--- src/hw/timer_pwm_consts.vh ---
// register map, field positions, reset values and prescaler codes of the two-channel pwm timer
// assumes an 8-bit register port with the printed byte offsets as addresses
`ifndef TIMER_PWM_CONSTS_VH
`define TIMER_PWM_CONSTS_VH

`define A_TIMER_CTL     8'h20
`define A_COUNT_HIGH    8'h21
`define A_COUNT_LOW     8'h22
`define A_PERIOD_HIGH   8'h23
`define A_PERIOD_LOW    8'h24
`define A_CHAN0_CTL     8'h25
`define CHAN_STRIDE     8'h03

`define TC_WRAP_FLAG    7
`define TC_WRAP_IE      6
`define TC_HALT         5
`define TC_CLEAR        4
`define TC_DIV_HI       2
`define TC_DIV_LO       0

`define CC_EVENT_FLAG   7
`define CC_IRQ_EN       6
`define CC_BUF_SEL      5
`define CC_FUNC_SEL     4
`define CC_ACT_HI       3
`define CC_ACT_LO       2
`define CC_TOGGLE_WRAP  1
`define CC_FULL_DUTY    0

`define RST_TIMER_CTL   8'h20
`define RST_PERIOD      16'hFFFF
`define RST_CHAN_CTL    8'h00
`define RST_CHAN_VALUE  16'h0000

`define DIV_NONE        3'h7
`define ACT_TOGGLE      2'h1
`define ACT_CLEAR       2'h2
`define ACT_SET         2'h3

`endif

--- src/hw/timer_pwm_channels.v ---
// two-channel 16-bit modulo timer with output compare, unbuffered and buffered pwm, and input capture
// assumes an 8-bit register port driven synchronously to i_clk; pins and mode inputs are synchronous
//
// Overview of operation
// - channel pin toggles at each counter wrap when toggle-on-wrap is set
// - pulse width runs from counter wrap to channel compare match
// - period set by modulo value and prescaler choice
// - pulse width set by channel compare value
// - unbuffered channel value takes effect at once; passed values give no compare
// - channel compare event raised when counter matches channel value
// - wrap event raised when counter reaches modulo value
// - buffered select on channel 0 links channels, drives channel 0 pin, starts with channel 0
// - in buffered mode last-written channel value governs from each wrap
// - in buffered mode channel 1 control unused and channel 1 pin released
// - mode pairs 0:1 unbuffered, 1:0 buffered; action 1:0 clear, 1:1 set
// - toggle-on-wrap cleared gives zero duty output
// - full-duty bit with toggle-on-wrap gives 100 percent duty
// - wrap flag set at modulo match; interrupt only when wrap enable set
// - channel flag set on capture or compare; interrupt only when enabled
// - wait mode keeps timer running, blocks register access, interrupts still wake
// - stop mode halts timer, keeps count, input capture still live, resumes after exit
// - each channel pin independently capture or compare; only channel 0 buffered
// - halt bit freezes counter, set after reset
// - counter-clear bit clears counter and prescaler, self-clears, reads zero
// - prescaler codes 0 to 6 divide by 1 to 64; code 7 stops ticks
`include "timer_pwm_consts.vh"
`timescale 1ns/1ns
`default_nettype none

module timer_pwm_channels #(
	parameter CHANNELS = 2
) (
	input  wire       i_clk,
	input  wire       i_sys_rst,
	input  wire [7:0] i_addr,
	input  wire [7:0] i_wr_data,
	input  wire       i_wr,
	input  wire       i_rd,
	input  wire       i_wait_mode,
	input  wire       i_stop_mode,
	input  wire       i_chan0_pin,
	input  wire       i_chan1_pin,
	output reg  [7:0] o_rd_data,
	output reg        o_chan0_pin,
	output reg        o_chan0_oe,
	output reg        o_chan1_pin,
	output reg        o_chan1_oe,
	output reg        o_irq
);

	// register access is refused while the cpu sits in wait mode
	wire       wr = i_wr & ~i_wait_mode;
	wire       rd = i_rd & ~i_wait_mode;

	reg        wrap_flag_q;
	reg        wrap_arm_q;
	reg        wrap_irq_enable_q;
	reg        counter_halt_q;
	reg  [2:0] divider_select_q;
	reg  [5:0] pre_q;
	reg [15:0] count_q;
	reg [15:0] period_q;
	reg        period_pend_q;
	reg  [7:0] count_low_latch_q;
	reg        count_latched_q;
	reg        active_chan_q;
	reg        last_written_q;

	wire [15:0] ctl_all;
	wire [31:0] val_all;
	wire [1:0]  pin_in = {i_chan1_pin, i_chan0_pin};
	wire [1:0]  chan_irq;

	wire pair_buffered_select = ctl_all[`CC_BUF_SEL];
	wire running = ~counter_halt_q & ~i_stop_mode;
	wire clear_wr = wr && (i_addr == `A_TIMER_CTL) && i_wr_data[`TC_CLEAR];
	// named copy so the halt reset value is picked by bit, not by a narrowing shift
	wire [7:0] ctl_rst = `RST_TIMER_CTL;

	reg tick;
	always @* begin
		case (divider_select_q)
		3'h0: tick = running;
		3'h1: tick = running & pre_q[0];
		3'h2: tick = running & (&pre_q[1:0]);
		3'h3: tick = running & (&pre_q[2:0]);
		3'h4: tick = running & (&pre_q[3:0]);
		3'h5: tick = running & (&pre_q[4:0]);
		3'h6: tick = running & (&pre_q[5:0]);
		default: tick = 1'b0;
		endcase
	end

	// modulo match once per tick; the wrap to zero lands on that same tick
	wire at_period = (count_q == period_q);
	wire wrap = tick & at_period;
	wire wrap_clr = wr && (i_addr == `A_TIMER_CTL) && wrap_arm_q && !i_wr_data[`TC_WRAP_FLAG];

	always @(posedge i_clk) begin
		if (i_sys_rst) begin
			pre_q   <= 6'h00;
			count_q <= 16'h0000;
		end else if (clear_wr) begin
			pre_q   <= 6'h00;
			count_q <= 16'h0000;
		end else if (running) begin
			pre_q <= pre_q + 6'h01;
			if (tick) begin
				if (at_period) begin
					count_q <= 16'h0000;
				end else begin
					count_q <= count_q + 16'h0001;
				end
			end
		end
	end

	always @(posedge i_clk) begin
		if (i_sys_rst) begin
			wrap_flag_q       <= 1'b0;
			wrap_arm_q        <= 1'b0;
			wrap_irq_enable_q <= 1'b0;
			counter_halt_q    <= ctl_rst[`TC_HALT];
			divider_select_q  <= 3'h0;
			period_q          <= `RST_PERIOD;
			period_pend_q     <= 1'b0;
		end else begin
			// a new wrap beats a clear landing in the same cycle
			wrap_flag_q <= (wrap & ~period_pend_q) | (wrap_flag_q & ~wrap_clr);
			if (rd && i_addr == `A_TIMER_CTL && wrap_flag_q) begin
				wrap_arm_q <= 1'b1;
			end else if (wr && i_addr == `A_TIMER_CTL) begin
				wrap_arm_q <= 1'b0;
			end
			if (wr && i_addr == `A_TIMER_CTL) begin
				wrap_irq_enable_q <= i_wr_data[`TC_WRAP_IE];
				counter_halt_q    <= i_wr_data[`TC_HALT];
				divider_select_q  <= i_wr_data[`TC_DIV_HI:`TC_DIV_LO];
			end
			// high byte holds off the wrap flag until the pair is complete
			if (wr && i_addr == `A_PERIOD_HIGH) begin
				period_q[15:8] <= i_wr_data;
				period_pend_q  <= 1'b1;
			end else if (wr && i_addr == `A_PERIOD_LOW) begin
				period_q[7:0]  <= i_wr_data;
				period_pend_q  <= 1'b0;
			end
		end
	end

	// buffered pair: the channel written last takes over at each wrap
	always @(posedge i_clk) begin
		if (i_sys_rst) begin
			active_chan_q  <= 1'b0;
			last_written_q <= 1'b0;
		end else if (!pair_buffered_select) begin
			active_chan_q  <= 1'b0;
			last_written_q <= 1'b0;
		end else begin
			if (wr && i_addr == `A_CHAN0_CTL + `CHAN_STRIDE + 8'h02) begin
				last_written_q <= 1'b1;
			end else if (wr && i_addr == `A_CHAN0_CTL + 8'h02) begin
				last_written_q <= 1'b0;
			end
			if (wrap) begin
				active_chan_q <= last_written_q;
			end
		end
	end

	genvar gi;
	generate
		for (gi = 0; gi < CHANNELS; gi = gi + 1) begin : g_chan
			localparam [7:0] A_CTL = `A_CHAN0_CTL + gi * `CHAN_STRIDE;
			reg  [7:0] ctl_q;
			reg [15:0] val_q;
			reg        flag_q;
			reg        arm_q;
			reg        out_q;
			reg        oe_q;
			reg        pin_prev_q;
			reg  [1:0] act;
			reg        func;
			reg        buf_sel;
			reg        used;
			reg        oc;
			reg        cap;
			reg        full;
			reg [15:0] cmp_val;
			reg        edge_hit;
			reg        match;
			reg        flag_clr;

			always @* begin
				act      = ctl_q[`CC_ACT_HI:`CC_ACT_LO];
				func     = ctl_q[`CC_FUNC_SEL];
				buf_sel  = (gi == 0) ? ctl_q[`CC_BUF_SEL] : 1'b0;
				used     = (gi == 0) | ~pair_buffered_select;
				oc       = used & (act != 2'h0) & (func | buf_sel);
				cap      = used & (act != 2'h0) & ~func & ~buf_sel;
				full     = ctl_q[`CC_FULL_DUTY] & ctl_q[`CC_TOGGLE_WRAP];
				cmp_val  = (buf_sel && active_chan_q) ? val_all[31:16] : val_q;
				match    = tick & oc & (count_q == cmp_val);
				edge_hit = cap & (pin_prev_q != pin_in[gi]) &
					((pin_in[gi] & act[0]) | (~pin_in[gi] & act[1]));
				flag_clr = wr & (i_addr == A_CTL) & arm_q & ~i_wr_data[`CC_EVENT_FLAG];
			end

			always @(posedge i_clk) begin
				if (i_sys_rst) begin
					ctl_q      <= `RST_CHAN_CTL;
					val_q      <= `RST_CHAN_VALUE;
					flag_q     <= 1'b0;
					arm_q      <= 1'b0;
					out_q      <= 1'b1;
					oe_q       <= 1'b0;
					pin_prev_q <= 1'b0;
				end else begin
					pin_prev_q <= pin_in[gi];
					// event beats a software clear in the same cycle
					flag_q <= match | edge_hit | (flag_q & ~flag_clr);
					if (rd && i_addr == A_CTL && flag_q) begin
						arm_q <= 1'b1;
					end else if (wr && i_addr == A_CTL) begin
						arm_q <= 1'b0;
					end
					if (wr && i_addr == A_CTL) begin
						ctl_q <= {1'b0, i_wr_data[6], (gi == 0) ? i_wr_data[5] : 1'b0, i_wr_data[4:0]};
					end
					if (edge_hit) begin
						val_q <= count_q;
					end else if (wr && i_addr == A_CTL + 8'h01) begin
						val_q[15:8] <= i_wr_data;
					end else if (wr && i_addr == A_CTL + 8'h02) begin
						val_q[7:0] <= i_wr_data;
					end
					oe_q <= oc;
					if (act == 2'h0) begin
						out_q <= ~func;
					end else if (oc && wrap && ctl_q[`CC_TOGGLE_WRAP]) begin
						if (full && act != `ACT_TOGGLE) begin
							out_q <= ~act[0];
						end else begin
							out_q <= ~out_q;
						end
					end else if (match && !full) begin
						// without wrap toggles the forced level already holds
						case (act)
						`ACT_TOGGLE: out_q <= ~out_q;
						`ACT_CLEAR:  out_q <= 1'b0;
						default:     out_q <= 1'b1;
						endcase
					end
				end
			end

			assign ctl_all[gi*8 +: 8]   = {flag_q, ctl_q[6:0]};
			assign val_all[gi*16 +: 16] = val_q;
			assign chan_irq[gi]         = flag_q & ctl_q[`CC_IRQ_EN] & used;
		end
	endgenerate

	always @(posedge i_clk) begin
		if (i_sys_rst) begin
			o_chan0_pin <= 1'b1;
			o_chan0_oe  <= 1'b0;
			o_chan1_pin <= 1'b1;
			o_chan1_oe  <= 1'b0;
			o_irq       <= 1'b0;
		end else begin
			o_chan0_pin <= g_chan[0].out_q;
			o_chan0_oe  <= g_chan[0].oe_q;
			o_chan1_pin <= g_chan[1].out_q;
			o_chan1_oe  <= g_chan[1].oe_q;
			// stays live in wait mode so any enabled event wakes the cpu
			o_irq <= (wrap_flag_q & wrap_irq_enable_q) | (|chan_irq);
		end
	end

	// reading the high count byte freezes the low byte until it is read
	always @(posedge i_clk) begin
		if (i_sys_rst) begin
			count_low_latch_q <= 8'h00;
			count_latched_q   <= 1'b0;
			o_rd_data         <= 8'h00;
		end else begin
			if (rd && i_addr == `A_COUNT_HIGH && !count_latched_q) begin
				count_low_latch_q <= count_q[7:0];
				count_latched_q   <= 1'b1;
			end else if (rd && i_addr == `A_COUNT_LOW) begin
				count_latched_q <= 1'b0;
			end
			if (!rd) begin
				o_rd_data <= 8'h00;
			end else if (i_addr == `A_TIMER_CTL) begin
				o_rd_data <= {wrap_flag_q, wrap_irq_enable_q, counter_halt_q, 2'b00, divider_select_q};
			end else if (i_addr == `A_COUNT_HIGH) begin
				o_rd_data <= count_q[15:8];
			end else if (i_addr == `A_COUNT_LOW) begin
				o_rd_data <= count_latched_q ? count_low_latch_q : count_q[7:0];
			end else if (i_addr == `A_PERIOD_HIGH) begin
				o_rd_data <= period_q[15:8];
			end else if (i_addr == `A_PERIOD_LOW) begin
				o_rd_data <= period_q[7:0];
			end else if (i_addr == `A_CHAN0_CTL) begin
				o_rd_data <= ctl_all[7:0];
			end else if (i_addr == `A_CHAN0_CTL + 8'h01) begin
				o_rd_data <= val_all[15:8];
			end else if (i_addr == `A_CHAN0_CTL + 8'h02) begin
				o_rd_data <= val_all[7:0];
			end else if (i_addr == `A_CHAN0_CTL + `CHAN_STRIDE) begin
				o_rd_data <= ctl_all[15:8];
			end else if (i_addr == `A_CHAN0_CTL + `CHAN_STRIDE + 8'h01) begin
				o_rd_data <= val_all[31:24];
			end else if (i_addr == `A_CHAN0_CTL + `CHAN_STRIDE + 8'h02) begin
				o_rd_data <= val_all[23:16];
			end else begin
				o_rd_data <= 8'h00;
			end
		end
	end

endmodule // timer_pwm_channels

`default_nettype wire

--- config.mk ---
export PLATFORM = sky130hd
export DESIGN_NAME = timer_pwm_channels
export DESIGN_NICKNAME = d
export VERILOG_FILES = /design/src/hw/timer_pwm_channels.v
export VERILOG_INCLUDE_DIRS = /design/src /design/src/hw
export SDC_FILE = /design/constraint.sdc
export NUM_CORES = 1
export LEC_CHECK = 0
export ABC_AREA = 1
export ABC_CLOCK_PERIOD_IN_PS = 3400
export BUFFER_PORTS_ARGS = -buffer_cell sky130_fd_sc_hd__buf_2
export CAP_MARGIN = 20
export CORE_MARGIN = 3
export CORE_UTILIZATION = 67
export CTS_CLUSTER_SIZE = 30
export DETAILED_ROUTE_END_ITERATION = 10
export PLACE_DENSITY = 0.86
export REMOVE_ABC_BUFFERS = 1
export SYNTH_ARGS = -nofsm -noshare
export SYNTH_HDL_FRONTEND = slang
export SYNTH_SLANG_ARGS = --single-unit
--- constraint.sdc ---
create_clock -name i_clk -period 3.4 [get_ports i_clk]
set_input_delay 0.17 -clock i_clk [delete_from_list [all_inputs] [get_ports i_clk]]
set_output_delay 0.17 -clock i_clk [all_outputs]
set_load 0.02 [all_outputs]
Word level (Yosys, flattened, before mapping)

Cells that the tools add are included.

Add/subtract/negate cells: 2
Eq/ne operators: 30
Multiplexer cells: 45
Bitwise logic cells: 72
Reductions and logical operators: 65

Operators with widths:

| operator              | number |
|---|---|
| $mux 8                | 18 |
| $eq 8x6->1 const B    | 11 |
| $mux 16               | 4 |
| $eq 16x16->1          | 3 |
| $and 1x1->1           | 44 |
| $logic_and 1x1->1     | 30 |
| $reduce_bool 2->1     | 12 |
| $mux 1                | 20 |
| $not 1->1             | 19 |
| $add 16x1->16 const B | 1 |
| $reduce_and 2->1      | 5 |
| $eq 3x3->1 const B    | 3 |
| $or 1x1->1            | 9 |
| $reduce_or 2->1       | 4 |
| $pmux 1 s7            | 1 |
| $add 6x1->6 const B   | 1 |
| $eq 3x2->1 const B    | 2 |
| $reduce_and 6->1      | 1 |
| $reduce_bool 3->1     | 2 |
| $reduce_and 5->1      | 1 |
| $eq 2x1->1 const B    | 2 |
| $eq 2x2->1 const B    | 2 |
| $logic_not 1->1       | 4 |
| $logic_not 2->1       | 2 |
| 9 further kinds       | 13 |

Bits in registers: 125
Input bits: 24
Output and inout port bits: 13
Logic and storage cells: 251

Depth between registers and ports, before layout

Gate-level depths: netlist (run 1).

Word-level depth: 12
Gate-level depth with buffers: 16
Gate-level depth less buffers: 15

Worst setup path before layout (run 1)

No wires, ideal clock.

Path kind: register to register
From: register pre_q[0]
To: register count_q[4]
Library setup time: 0.117 ns
Arrival time: 1.752 ns
Required time: 3.283 ns
Slack: 1.531 ns
Stages on the path, launching flop included: 15
Path buffers: 1
Period minus slack after synthesis: 1.869 ns
Path through: dfxtp_1 > ha_1 > inv_1 > nor2_1 > ha_1 > nand3_1 > nand2_1 > inv_1 > a21oi_4 > inv_2 > buf_6 > nor3_2 > nand2_2 > o21ai_2 > a21oi_2

Cells in the longest elaborated chain, start to end: 4
Elaborated cells on any way between the ends: 13
Those cells by class: 1 x mux; 6 x bitwise; 6 x reduce/logical

RTL lines:

| element                                        | line                     | text |
|---|---|---|
| start: declaration                             | timer_pwm_channels.v:60  | `reg [5:0] pre_q;` |
| start signal: assignment                       | timer_pwm_channels.v:107 | `pre_q <= pre_q + 6'h01;` |
| $reduce_and 6->1, or another cell as far along | timer_pwm_channels.v:89  | `3'h6: tick = running & (&pre_q[5:0]);` |
| $and 1x1->1 (on tied branches)                 | -                        |  |
| $pmux 1 s7 *                                   | timer_pwm_channels.v:82  | `case (divider_select_q)` |
| $reduce_and 2->1 (no line) *                   | -                        |  |
| end signal: assignment                         | timer_pwm_channels.v:112 | `count_q <= count_q + 16'h0001;` |
| end: declaration                               | timer_pwm_channels.v:61  | `reg [15:0] count_q;` |

Mark *: on every way between the ends. The rest lies on a longest branch, timed or not.
A chain may end at the register's enable or synchronous reset.

Worst setup path after layout (run 1)

From: register pre_q[0]
To: register count_q[3]

The elaborated chain is that of the path after synthesis.

==> results of run 1 <==
layout by cell type (no fill, tap or decap), types with 15 or more instances in the layout:
| cell | synthesis | layout |
|---|---|---|
| nand3_1 | 83 | 83 |
| a21oi_1 | 87 | 87 |
| inv_1 | 103 | 103 |
| nand2_1 | 309 | 309 |
| o21ai_0 | 60 | 60 |
| nor3_1 | 15 | 15 |
| buf_2 | 18 | 36 |
| clkbuf_16 | 0 | 16 |
| dfxtp_1 | 125 | 125 |
| nand4_1 | 22 | 22 |
| xor2_1 | 16 | 16 |
| o211ai_1 | 21 | 21 |
| nor2_1 | 130 | 130 |
tightest hold or removal path: cells and delay by family:
kind,cells,cell delay [ns]
buf+inv,2,0.21
compound gates,1,0.15
cell type report:
class,count,area (um2)
Clock inverter,7,62.6
Fill cell,846,2410
Sequential cell,125,2500
Timing Repair Buffer,53,320
Tap cell,136,170
Inverter,121,459
Multi-Input combinational cell,827,4020
Clock buffer,25,474
flip-flops by register name (all words and copies together), names as in the netlist, 2 cells and up:
| name | count |
|---|---|
| count_q | 16 |
| g_chan.val_q | 16 |
| g_chan.cmp_val | 16 |
| period_q | 16 |
| g_chan.ctl_q | 13 |
| count_low_latch_q | 8 |
| o_rd_data | 8 |
| pre_q | 6 |
| divider_select_q | 3 |
| g_chan.arm_q | 2 |
| g_chan.flag_q | 2 |
| g_chan.oe_q | 2 |
| g_chan.out_q | 2 |
| g_chan.pin_prev_q | 2 |
through the flow:
stage	hold slack [ns]	cells	setup WS, ns	util
global placement	0.390	1257	1.09	0.712
CTS	0.0165	1294	0.986	0.769
finish	0.0300	1294	0.949	0.769
floorplan	0.239	1073	0.701	-
detailed placement	0.400	1257	1.03	0.712
global route	0.0463	1294	0.804	0.769
synth_stat cells (all sizes together), types with 7 or more instances:
| cell type | count | share of area |
|---|---|---|
| a21oi | 89 | 0.064 |
| buf | 30 | 0.026 |
| clkbuf | 13 | 0.0074 |
| dfxtp | 125 | 0.35 |
| inv | 118 | 0.062 |
| nand2 | 315 | 0.17 |
| nand3 | 85 | 0.060 |
| nand4 | 23 | 0.022 |
| nor2 | 141 | 0.082 |
| nor3 | 20 | 0.018 |
| o211ai | 21 | 0.022 |
| o21ai | 69 | 0.050 |
| or2 | 10 | 0.0090 |
| xnor2 | 7 | 0.0085 |
| xor2 | 16 | 0.019 |
cell families (layout without fill, tap and decap cells):
logic type / count (synthesis) / after routing / share of synthesized area
AOI/OAI and AO/OA: 197 / 197 / 0.154
buffers and inverters: 164 / 206 / 0.0970
adders and majority gates: 4 / 4 / 0.00693
and+or+nand+nor: 603 / 603 / 0.367
xor gates and xnor gates: 23 / 23 / 0.0279
DFF: 125 / 125 / 0.347
where the power goes:
group	switching [uW]	internal, uW	total [uW]
clock network	654	1020	1670
registers	1.93	1470	1470
logic	89.6	31.0	121
total	745	2520	3270
routing by layer:
layer	global-route usage	vias up	wire length (um)
met5	0	-	0
met4	0.261	0	1540
met3	0.0957	126	2830
met2	0.649	535	10900
met1	0.522	3589	9420
li1	-	3697	-
worst min-delay path by stage:
stage / startpoint / slack [ns] / end / depth (start not counted)
finish: i_wr_data[5] / 0.03 / g_chan[0].ctl_q[5] / 3
global route: i_wr_data[5] / 0.05 / g_chan[0].ctl_q[5] / 3
CTS: i_wr_data[5] / 0.02 / g_chan[0].ctl_q[5] / 3
detailed placement: g_chan[0].oe_q / 0.40 / o_chan0_oe / 2
global placement: g_chan[0].oe_q / 0.39 / o_chan0_oe / 2
floorplan: i_sys_rst / 0.24 / count_latched_q / 1
repair_timing:
action	in CTS	in global routing
buffers inserted	0	0
endpoints found under the setup margin	0	0
endpoints found under the hold margin	6	0
hold buffers	5	0
==> impl_metrics.csv, run 1 <==
group,metric,value,unit
floorplan,die_width,110,um
clock_network,numClockSinks,125,
sta,max-slew-margin-rel,0.489,
worst_setup_path,max_stage_delay,0.36,ns
finish,diodes,0,
worst_setup_path,cp_slowest_cell,"dfxtp_1",
grt,grt_pass1_wl,37.6,mm
synthesis,synth_warnings,0,
pwr,finalPower,3270,uW
sta,slew_viol_final,0,
synthesis,ys_ff_latch,125,
sta,fin_setup_tns,0,ns
finish,design_area,0.00801,mm2
detailed_routing,drc,0,
status,status,"finished, final reports clean",
worst_setup_path,r2r-start,"pre_q[0]",
floorplan,num_rows,37,
clock_network,cts-root-buf,"clkbuf_8",
clock_network,clk_path_buf_depth,2,
flow_run,cap_violations,0,
floorplan,start_util,0.693,
finish,fin_nets,1173,
worst_setup_path,endpoint_kind,"flip-flop",
sta,fin_crit_sh,0.721,
synthesis,avgSynthCellArea,6.47,um2
worst_setup_path,critPathLaunchType,"flip-flop",
worst_setup_path,critical_path_class,"reg -> reg",
place,portBuffers,36,
detailed_routing,dr.pass1.iters,6,
worst_setup_path,critical_path.max_fanout,12,
pwr,ir_drop,414,uV
worst_setup_path,path_delay_family,"simple AND/OR/NAND/NOR gates",
sta,rsz0062_at_grt,"false",
detailed_routing,ant_nets,0,
sta,setup_viol,0,
worst_setup_path,crit_required,3.82,ns
detailed_routing,via_count,7947,
clock_network,cts-resized-gates,0,
sta,clock_skew,0.00674,ns
grt,antenna_found_initial,0,
sta,min_period,2.45,ns
grt,grt_overflow,0,
detailed_routing,vias_per_cell,6.14,
place,gp_congestion,1.03,
finish,area_delta_synth_final,10.9,%
clock_network,cts_tree,"done",
pwr,powerDensity,408,mW/mm2
grt,globalRouteTotalUtil,0.418,
worst_setup_path,timing.critical_path.buf_inv,5,
clock_network,numCtsBuffers,17,
worst_setup_path,worstSetupEndpoint,"count_q[3]",
floorplan,coreArea,0.0104,mm2
worst_hold_path,min_path_type,"in -> reg",
clock_network,clk_latency,0.54,ns
worst_setup_path,reg2reg_slack,0.95,ns
synthesis,synth_area,0.00722,mm2
synthesis,synth_top_flop_cell,"dfxtp_1",
floorplan,die_h,110,um
synthesis,async_reset_ff_frac,0,
worst_setup_path,crit_chain,"ha_1 -> inv_1 -> nor2_1 -> ha_1 -> nand3_1 -> nand2_1 -> inv_1 -> a21oi_4 -> buf_4 -> inv_2 -> nor2_4 -> or2_4 -> inv_4 -> o21ai_2 -> a21oi_1",
detailed_routing,wire_per_inst,19.1,um
synthesis,synth.distinct_cells,48,
place,placed_cell_area,0.00742,mm2
synthesis,synth-edff-count,0,
grt,first_global_vias,7187,
worst_setup_path,worstSetupPathDepth,15,
worst_setup_path,worstReg2RegEnd,"count_q[3]",
pwr,p_leak,0.00335,uW
sta,tightest_slew,0.761,ns
worst_setup_path,r2r_cells,15,
clock_network,path_clk_slew,0.06,ns
synthesis,synth-seq-area-share,0.347,
sta,hold_violations,0,
place,dpl.hpwl,17.6,mm
sta,fmax,408,MHz
worst_setup_path,crit_start,"pre_q[0]",
synthesis,syn_inst,1116,
detailed_routing,wl,24.7,mm
floorplan,die_area,0.0121,mm2
finish,drive_gt1_frac,0.116,
clock_network,htreeDepth,4,
grt,grt_max_degree,43,
floorplan,num_io_pins,37,
detailed_routing,drt_iter0_markers,1220,
worst_setup_path,crit_arrival,2.87,ns
(Power assumes the default switching activity.)
==> run 2, diff against run 1 <==
--- a/config.mk
+++ b/config.mk
@@ -6,15 +6,15 @@
 export SDC_FILE = /design/constraint.sdc
 export NUM_CORES = 1
 export LEC_CHECK = 0
-export ABC_AREA = 1
-export ABC_CLOCK_PERIOD_IN_PS = 3400
+export ABC_AREA = 0
+export ABC_CLOCK_PERIOD_IN_PS = 2500
 export BUFFER_PORTS_ARGS = -buffer_cell sky130_fd_sc_hd__buf_2
 export CAP_MARGIN = 20
 export CORE_MARGIN = 3
-export CORE_UTILIZATION = 67
+export CORE_UTILIZATION = 62
 export CTS_CLUSTER_SIZE = 30
 export DETAILED_ROUTE_END_ITERATION = 10
-export PLACE_DENSITY = 0.86
+export PLACE_DENSITY = 0.81
 export REMOVE_ABC_BUFFERS = 1
 export SYNTH_ARGS = -nofsm -noshare
 export SYNTH_HDL_FRONTEND = slang
==> constraint.sdc (replaced) <==
create_clock -name i_clk -period 2.5 [get_ports i_clk]
set_input_delay 0.125 -clock i_clk [delete_from_list [all_inputs] [get_ports i_clk]]
set_output_delay 0.125 -clock i_clk [all_outputs]
set_load 0.02 [all_outputs]
==> impl_metrics.csv, run 2 <==
group,metric,value,unit
pwr,comb_power_share,0.044,
synthesis,ys_ff_latch,125,
flow_run,cap_violations,0,
clock_network,cts-root-buf,"clkbuf_16",
synthesis,synthTopCellsByCount,"125 x dfxtp_1, 99 x nand2_1, 88 x nor2_1",
worst_setup_path,r2r_cells,10,
floorplan,die_width,112,um
place,dpl.hpwl,17.8,mm
pwr,switchingPower,1110,uW
clock_network,cts_tree,"done",
synthesis,async_reset_ff_frac,0,
worst_setup_path,critical_path.max_fanout,3,
sta,setup_ws,-0.0799,ns
clock_network,clk_path_buf_depth,2,
sta,rsz0062_at_grt,"true",
finish,drive_gt1_frac,0.231,
sta,clock_skew,0.00739,ns
clock_network,path_clk_slew,0.06,ns
pwr,p_int,3790,uW
place,portBuffers,36,
detailed_routing,wl,25.8,mm
grt,first_global_vias,7148,
sta,min_period,2.58,ns
finish,final_cell_mix,"121 x dfxtp_1, 104 x buf_4, 99 x nand2_1",
worst_setup_path,critPathLaunchType,"flip-flop",
finish,diodes,0,
clock_network,htreeDepth,4,
pwr,seq_power_share,0.408,
detailed_routing,drc,0,
floorplan,num_io_pins,37,
clock_network,numCtsBuffers,17,
grt,grt_max_degree,41,
synthesis,synth.most_common_cell,"dfxtp_1",
synthesis,synth_top_flop_cell,"dfxtp_1",
pwr,ir_drop,713,uV
worst_setup_path,r2r-start,"pre_q[0]",
finish,area_delta_synth_final,24.4,%
synthesis,yosys.area.top_type,"dfxtp_1",
worst_setup_path,critical_path_class,"reg -> reg",
detailed_routing,vias_per_cell,6.62,
synthesis,netlist.area_leader.share,0.357,
sta,tightest_slew,0.638,ns
detailed_routing,ant_nets,0,
worst_setup_path,max_stage_delay,0.60,ns
pwr,powerDensity,562,mW/mm2
worst_setup_path,crit_required,2.82,ns
place,dp_slack,-0.0964,ns
clock_network,clk_latency,0.43,ns
floorplan,num_rows,38,
worst_hold_path,hp-start,"i_wr_data[5]",
synthesis,synth.distinct_cells,70,
worst_hold_path,min_to,"g_chan[0].ctl_q[5]",
grt,grt_pass1_wl,39.7,mm
sta,slew_viol_final,0,
sta,fin_crit_sh,1.03,
floorplan,die_h,112,um
synthesis,yosys-top-cells-area,"dfxtp_1 36%, mux2i_1 9.4%, nand2_1 5.3%",
pwr,clock_power_share,0.548,
worst_hold_path,holdPathStages,3,
detailed_routing,dr.pass1.iters,6,
floorplan,start_util,0.641,
sta,fmax,388,MHz
synthesis,syn_inst,851,
worst_setup_path,reg2reg_slack,-0.08,ns
finish,fin_nets,977,
pwr,finalPower,4900,uW
detailed_routing,wire_per_inst,23.4,um
floorplan,coreArea,0.0109,mm2
pwr,p_leak,0.00354,uW
grt,grt_overflow,0,
pwr,switching_share,0.226,
worst_setup_path,worstReg2RegEnd,"g_chan[1].out_q",
place,gp_congestion,1.04,
sta,hold_violations,0,
sta,max-slew-margin-rel,0.575,
finish,fillerInstances,758,
synthesis,synth-edff-count,0,
worst_setup_path,crit_arrival,2.90,ns
grt,globalRouteTotalUtil,0.406,
detailed_routing,via_count,7296,
synthesis,synth_area,0.00701,mm2
synthesis,avgSynthCellArea,8.24,um2
finish,final_common_cell,"dfxtp_1",
synthesis,synth_warnings,0,
status,status,"finished with violations",
status,violations,"negative setup slack",
detailed_routing,drt_iter0_markers,1112,
floorplan,die_area,0.0126,mm2
synthesis,synth-seq-area-share,0.357,
grt,antenna_found_initial,0,
worst_hold_path,min_path_type,"in -> reg",
clock_network,numClockSinks,125,
worst_setup_path,path_common_cell,"buf_4",
worst_setup_path,endpoint_kind,"flip-flop",
worst_setup_path,crit_chain,"ha_4 -> buf_4 -> buf_4 -> ha_1 -> o21a_1 -> o211ai_1 -> or4_4 -> a21o_1 -> a41o_1 -> a31o_1",
worst_setup_path,cp_slowest_cell,"or4_4",
sta,setup_viol,2,
-- run 2: cell families (layout without fill, tap and decap cells) --
group,after synthesis,count (layout),synth area share
simple gates,342,342,0.242
buf+inv,81,192,0.0487
fa+ha+maj,4,4,0.00714
compound gates,174,174,0.173
xor+xnor,49,49,0.0623
flops,125,125,0.357
mux,76,76,0.110
-- run 2: layout make-up --
| class | count | area, um2 | area share |
|---|---|---|---|
| flip-flops and latches | 125 | 2510 | 0.287 |
| well taps | 140 | 175 | 0.0201 |
| clock inverters | 13 | 190 | 0.0218 |
| repair buffers | 145 | 1050 | 0.120 |
| inverters | 15 | 58.8 | 0.00674 |
| multi-input cells | 645 | 4290 | 0.492 |
| clock buffers | 19 | 453 | 0.0519 |
-- run 2: power groups by stage --
stage	clock [uW]	sequential [uW]	combinational, uW
final	2690	2000	215
after detailed placement	0	2040	194
after global placement	0	2040	191
after global routing	2780	2000	223
after floorplan	0	2040	59.4
after CTS	2690	2000	197
-- run 2: worst max-delay path: cells and delay by family (launching register included) --
| kind | cells | cell delay [ns] |
|---|---|---|
| buf+inv | 2 | 0.24 |
| fa+ha+maj | 2 | 0.36 |
| compound gates | 5 | 0.91 |
| simple gates | 1 | 0.60 |
| flops | 1 | 0.36 |
-- run 2: through the flow --
stage	util	instances	area (um2)	TNS [ns]	hold WS [ns]
after floorplan	-	785	6730	-0.00203	0.194
after global placement	0.718	1062	7850	0	0.361
after detailed placement	0.718	1062	7850	-0.116	0.377
after CTS	0.783	1097	8560	0	0.0529
after global routing	0.798	1102	8720	-0.636	0.0795
final	0.798	1102	8720	-0.0850	0.0792
-- run 2: repair_timing --
action / CTS / global route
pin swaps: 4 / 5
cloned: 0 / 1
resized for setup: 8 / 22
endpoints found under the setup margin: 2 / 19
buffers inserted: 1 / 4
hold endpoints to repair: 2 / 0
hold buffers: 2 / 0
-- run 2: worst max path at each step --
stage                     slack, ns  depth (start not counted)  startpoint         endpoint
final                         -0.08                         10    pre_q[0]  g_chan[1].out_q
after global routing          -0.14                         10    pre_q[0]  g_chan[1].out_q
after CTS                     0.004                         11    pre_q[1]  g_chan[1].out_q
after detailed placement       -0.1                         11    pre_q[0]  g_chan[1].out_q
after global placement        0.007                         11    pre_q[0]  g_chan[1].out_q
after floorplan              -0.002                         11    pre_q[0]  g_chan[1].out_q
-- run 2: per-layer routing --
| layer | GRT usage | wire length [um] |
|---|---|---|
| met4 | 0.198 | 1460 |
| met2 | 0.629 | 11400 |
| met3 | 0.102 | 3200 |
| met1 | 0.528 | 9740 |
| met5 | 0 | 0 |
==> run 3, diff against run 2 <==
--- a/config.mk
+++ b/config.mk
@@ -14,6 +14,7 @@
 export CORE_UTILIZATION = 62
 export CTS_CLUSTER_SIZE = 30
 export DETAILED_ROUTE_END_ITERATION = 10
+export MAX_ROUTING_LAYER = met4
 export PLACE_DENSITY = 0.81
 export REMOVE_ABC_BUFFERS = 1
 export SYNTH_ARGS = -nofsm -noshare
==> impl_metrics.csv, run 3 (synthesis gave the netlist of run 2 again) <==
group,metric,value,unit
grt,grt_pass1_wl,38.6,mm
grt,grt_overflow,0,
worst_setup_path,endpoint_kind,"flip-flop",
clock_network,htreeDepth,4,
grt,grt_max_degree,37,
floorplan,num_rows,38,
clock_network,path_clk_slew,0.05,ns
finish,final_common_cell,"dfxtp_1",
detailed_routing,dr_wl_met2,11.2,mm
floorplan,start_util,0.641,
floorplan,die_h,112,um
finish,area_delta_synth_final,22.7,%
floorplan,num_io_pins,37,
floorplan,coreArea,0.0109,mm2
worst_setup_path,r2r-start,"pre_q[1]",
place,dpl.hpwl,17.8,mm
place,numPlacedInstances,1059,
finish,drive_gt1_frac,0.219,
sta,clock_skew,0.00884,ns
worst_hold_path,min_path_type,"in -> reg",
clock_network,cts-root-buf,"clkbuf_16",
sta,hold_violations,0,
pwr,switchingPower,1060,uW
finish,ff_latch_area,0.00251,mm2
clock_network,numClockSinks,125,
sta,tightest_slew,0.578,ns
floorplan,die_width,112,um
finish,final_core_util,0.786,
floorplan,die_area,0.0126,mm2
finish,final_cell_mix,"121 x dfxtp_1, 101 x buf_4, 98 x nand2_1",
worst_setup_path,crit_required,2.85,ns
pwr,p_int,3750,uW
finish,stdcell_count,1097,
worst_setup_path,worstSetupPathDepth,12,
clock_network,cts_tree,"done",
worst_setup_path,r2r_cells,12,
sta,rsz0062_at_grt,"true",
worst_hold_path,hp-start,"i_stop_mode",
sta,min_period,2.62,ns
pwr,switching_share,0.220,
status,status,"finished with violations",
sta,setup_viol,18,
detailed_routing,dr.pass1.iters,5,
worst_setup_path,path_common_cell,"buf_4",
status,violations,"negative setup slack",
detailed_routing,vias_per_cell,6.54,
worst_setup_path,cp_slowest_cell,"o211ai_1",
detailed_routing,via_count,7173,
detailed_routing,drt_iter0_markers,1057,
sta,setup_ws,-0.121,ns
pwr,ir_drop,563,uV
finish,multiInputGateArea,0.00427,mm2
detailed_routing,wl_met1,10.1,mm
place,portBuffers,36,
clock_network,clk_latency,0.42,ns
pwr,p_leak,0.00348,uW
worst_setup_path,critical_path_class,"reg -> reg",
worst_setup_path,critical_path.max_fanout,16,
worst_setup_path,crit_arrival,2.97,ns
sta,fin_crit_sh,1.05,
flow_run,cap_violations,0,
detailed_routing,ant_nets,0,
worst_setup_path,max_stage_delay,0.47,ns
worst_setup_path,critPathLaunchType,"flip-flop",
worst_hold_path,holdPathStages,3,
detailed_routing,wl,25.3,mm
worst_setup_path,worstReg2RegEnd,"count_q[10]",
worst_setup_path,crit_chain,"ha_4 -> buf_4 -> buf_4 -> nor3b_1 -> a21oi_1 -> o211ai_1 -> buf_4 -> nor2_2 -> buf_4 -> or2_1 -> buf_12 -> nor2_1",
sta,fmax,382,MHz
place,gp_congestion,1.07,
detailed_routing,drc,0,
pwr,comb_power_share,0.044,
detailed_routing,dr.max_layer_used,"met4",
finish,diodes,0,
pwr,seq_power_share,0.416,
finish,fin_nets,972,
sta,slew_viol_final,0,
worst_setup_path,path_delay_family,"buffers and inverters",
worst_setup_path,timing.critical_path.buf_inv,5,
detailed_routing,wire_per_inst,23.1,um
finish,fillerInstances,758,
clock_network,clk_path_buf_depth,2,
grt,first_global_vias,6836,
pwr,powerDensity,559,mW/mm2
worst_hold_path,min_to,"pre_q[2]",
grt,antenna_found_initial,0,
worst_setup_path,reg2reg_slack,-0.12,ns
clock_network,numCtsBuffers,17,
pwr,clock_power_share,0.541,
grt,globalRouteTotalUtil,0.408,
detailed_routing,wl_met3,2.58,mm
sta,max-slew-margin-rel,0.615,
run 3: changes by cell type in the layout (fill, tap and decap cells not counted), moves of 2 or more:
cell	change
nor4_1	-2
clkinvlp_4	-2
nor2_2	-5
clkinv_2	+4
buf_4	-3
nor2_1	+5
clkinv_4	-3
nor4_2	+3
clkbuf_1	+2
run 3: cell type report:
cell class,count,share of cell area
clock buffer,20,0.0519
clock inverter,12,0.0196
inverter,15,0.00655
multi-input combinational,645,0.496
sequential,125,0.292
tap,140,0.0204
timing repair buffer,140,0.114
run 3: per-layer routing:
metal  vias up  GRT usage
met5         -          -
met4         0      0.195
met3       115     0.0825
met2       458      0.606
met1      3374      0.533
li1       3226          -
run 3: power by group through the flow:
stage / Sequential (uW) / Combinational (uW) / Clock [uW]
3_5_place_dp: 2040 / 198 / 0
2_1_floorplan: 2040 / 59.4 / 0
4_1_cts: 2000 / 201 / 2600
5_1_grt: 2000 / 217 / 2700
6_report: 2000 / 210 / 2600
3_3_place_gp: 2040 / 194 / 0
run 3: per-stage QoR:
step | hold slack (ns) | setup slack, ns | total power (uW) | setup TNS [ns] | cell area, um2
after floorplan | 0.194 | -0.00203 | 2100 | -0.00203 | 6730
after global placement | 0.362 | 0.00806 | 2240 | 0 | 7830
after detailed placement | 0.396 | -0.0840 | 2240 | -0.145 | 7830
after CTS | 0.0547 | 0.00615 | 4800 | 0 | 8540
after global routing | 0.103 | -0.152 | 4910 | -2.01 | 8600
final | 0.0700 | -0.121 | 4810 | -1.75 | 8600
run 3: timing repair:
item                                    CTS  global route
resized for setup                        14             8
hold buffers                              2             0
pin swaps                                 5             4
setup buffers                             0             4
endpoints found under the hold margin     2             0
gates cloned                              0             0
endpoints found under the setup margin    2             3
run 3: worst min-delay path, delay by kind of cell:
| family | cells | cell delay (ns) |
|---|---|---|
| compound gates | 2 | 0.21 |
| buf+inv | 1 | 0.12 |
run 3: how the worst max path moves through the flow:
| stage | start | to | slack, ns |
|---|---|---|---|
| global placement | pre_q[0] | g_chan[1].out_q | 0.008 |
| CTS | count_q[14] | g_chan[0].out_q | 0.006 |
| global route | pre_q[1] | g_chan[1].out_q | -0.15 |
| detailed placement | pre_q[1] | g_chan[1].out_q | -0.08 |
| floorplan | pre_q[0] | g_chan[1].out_q | -0.002 |
| finish | pre_q[1] | count_q[10] | -0.12 |
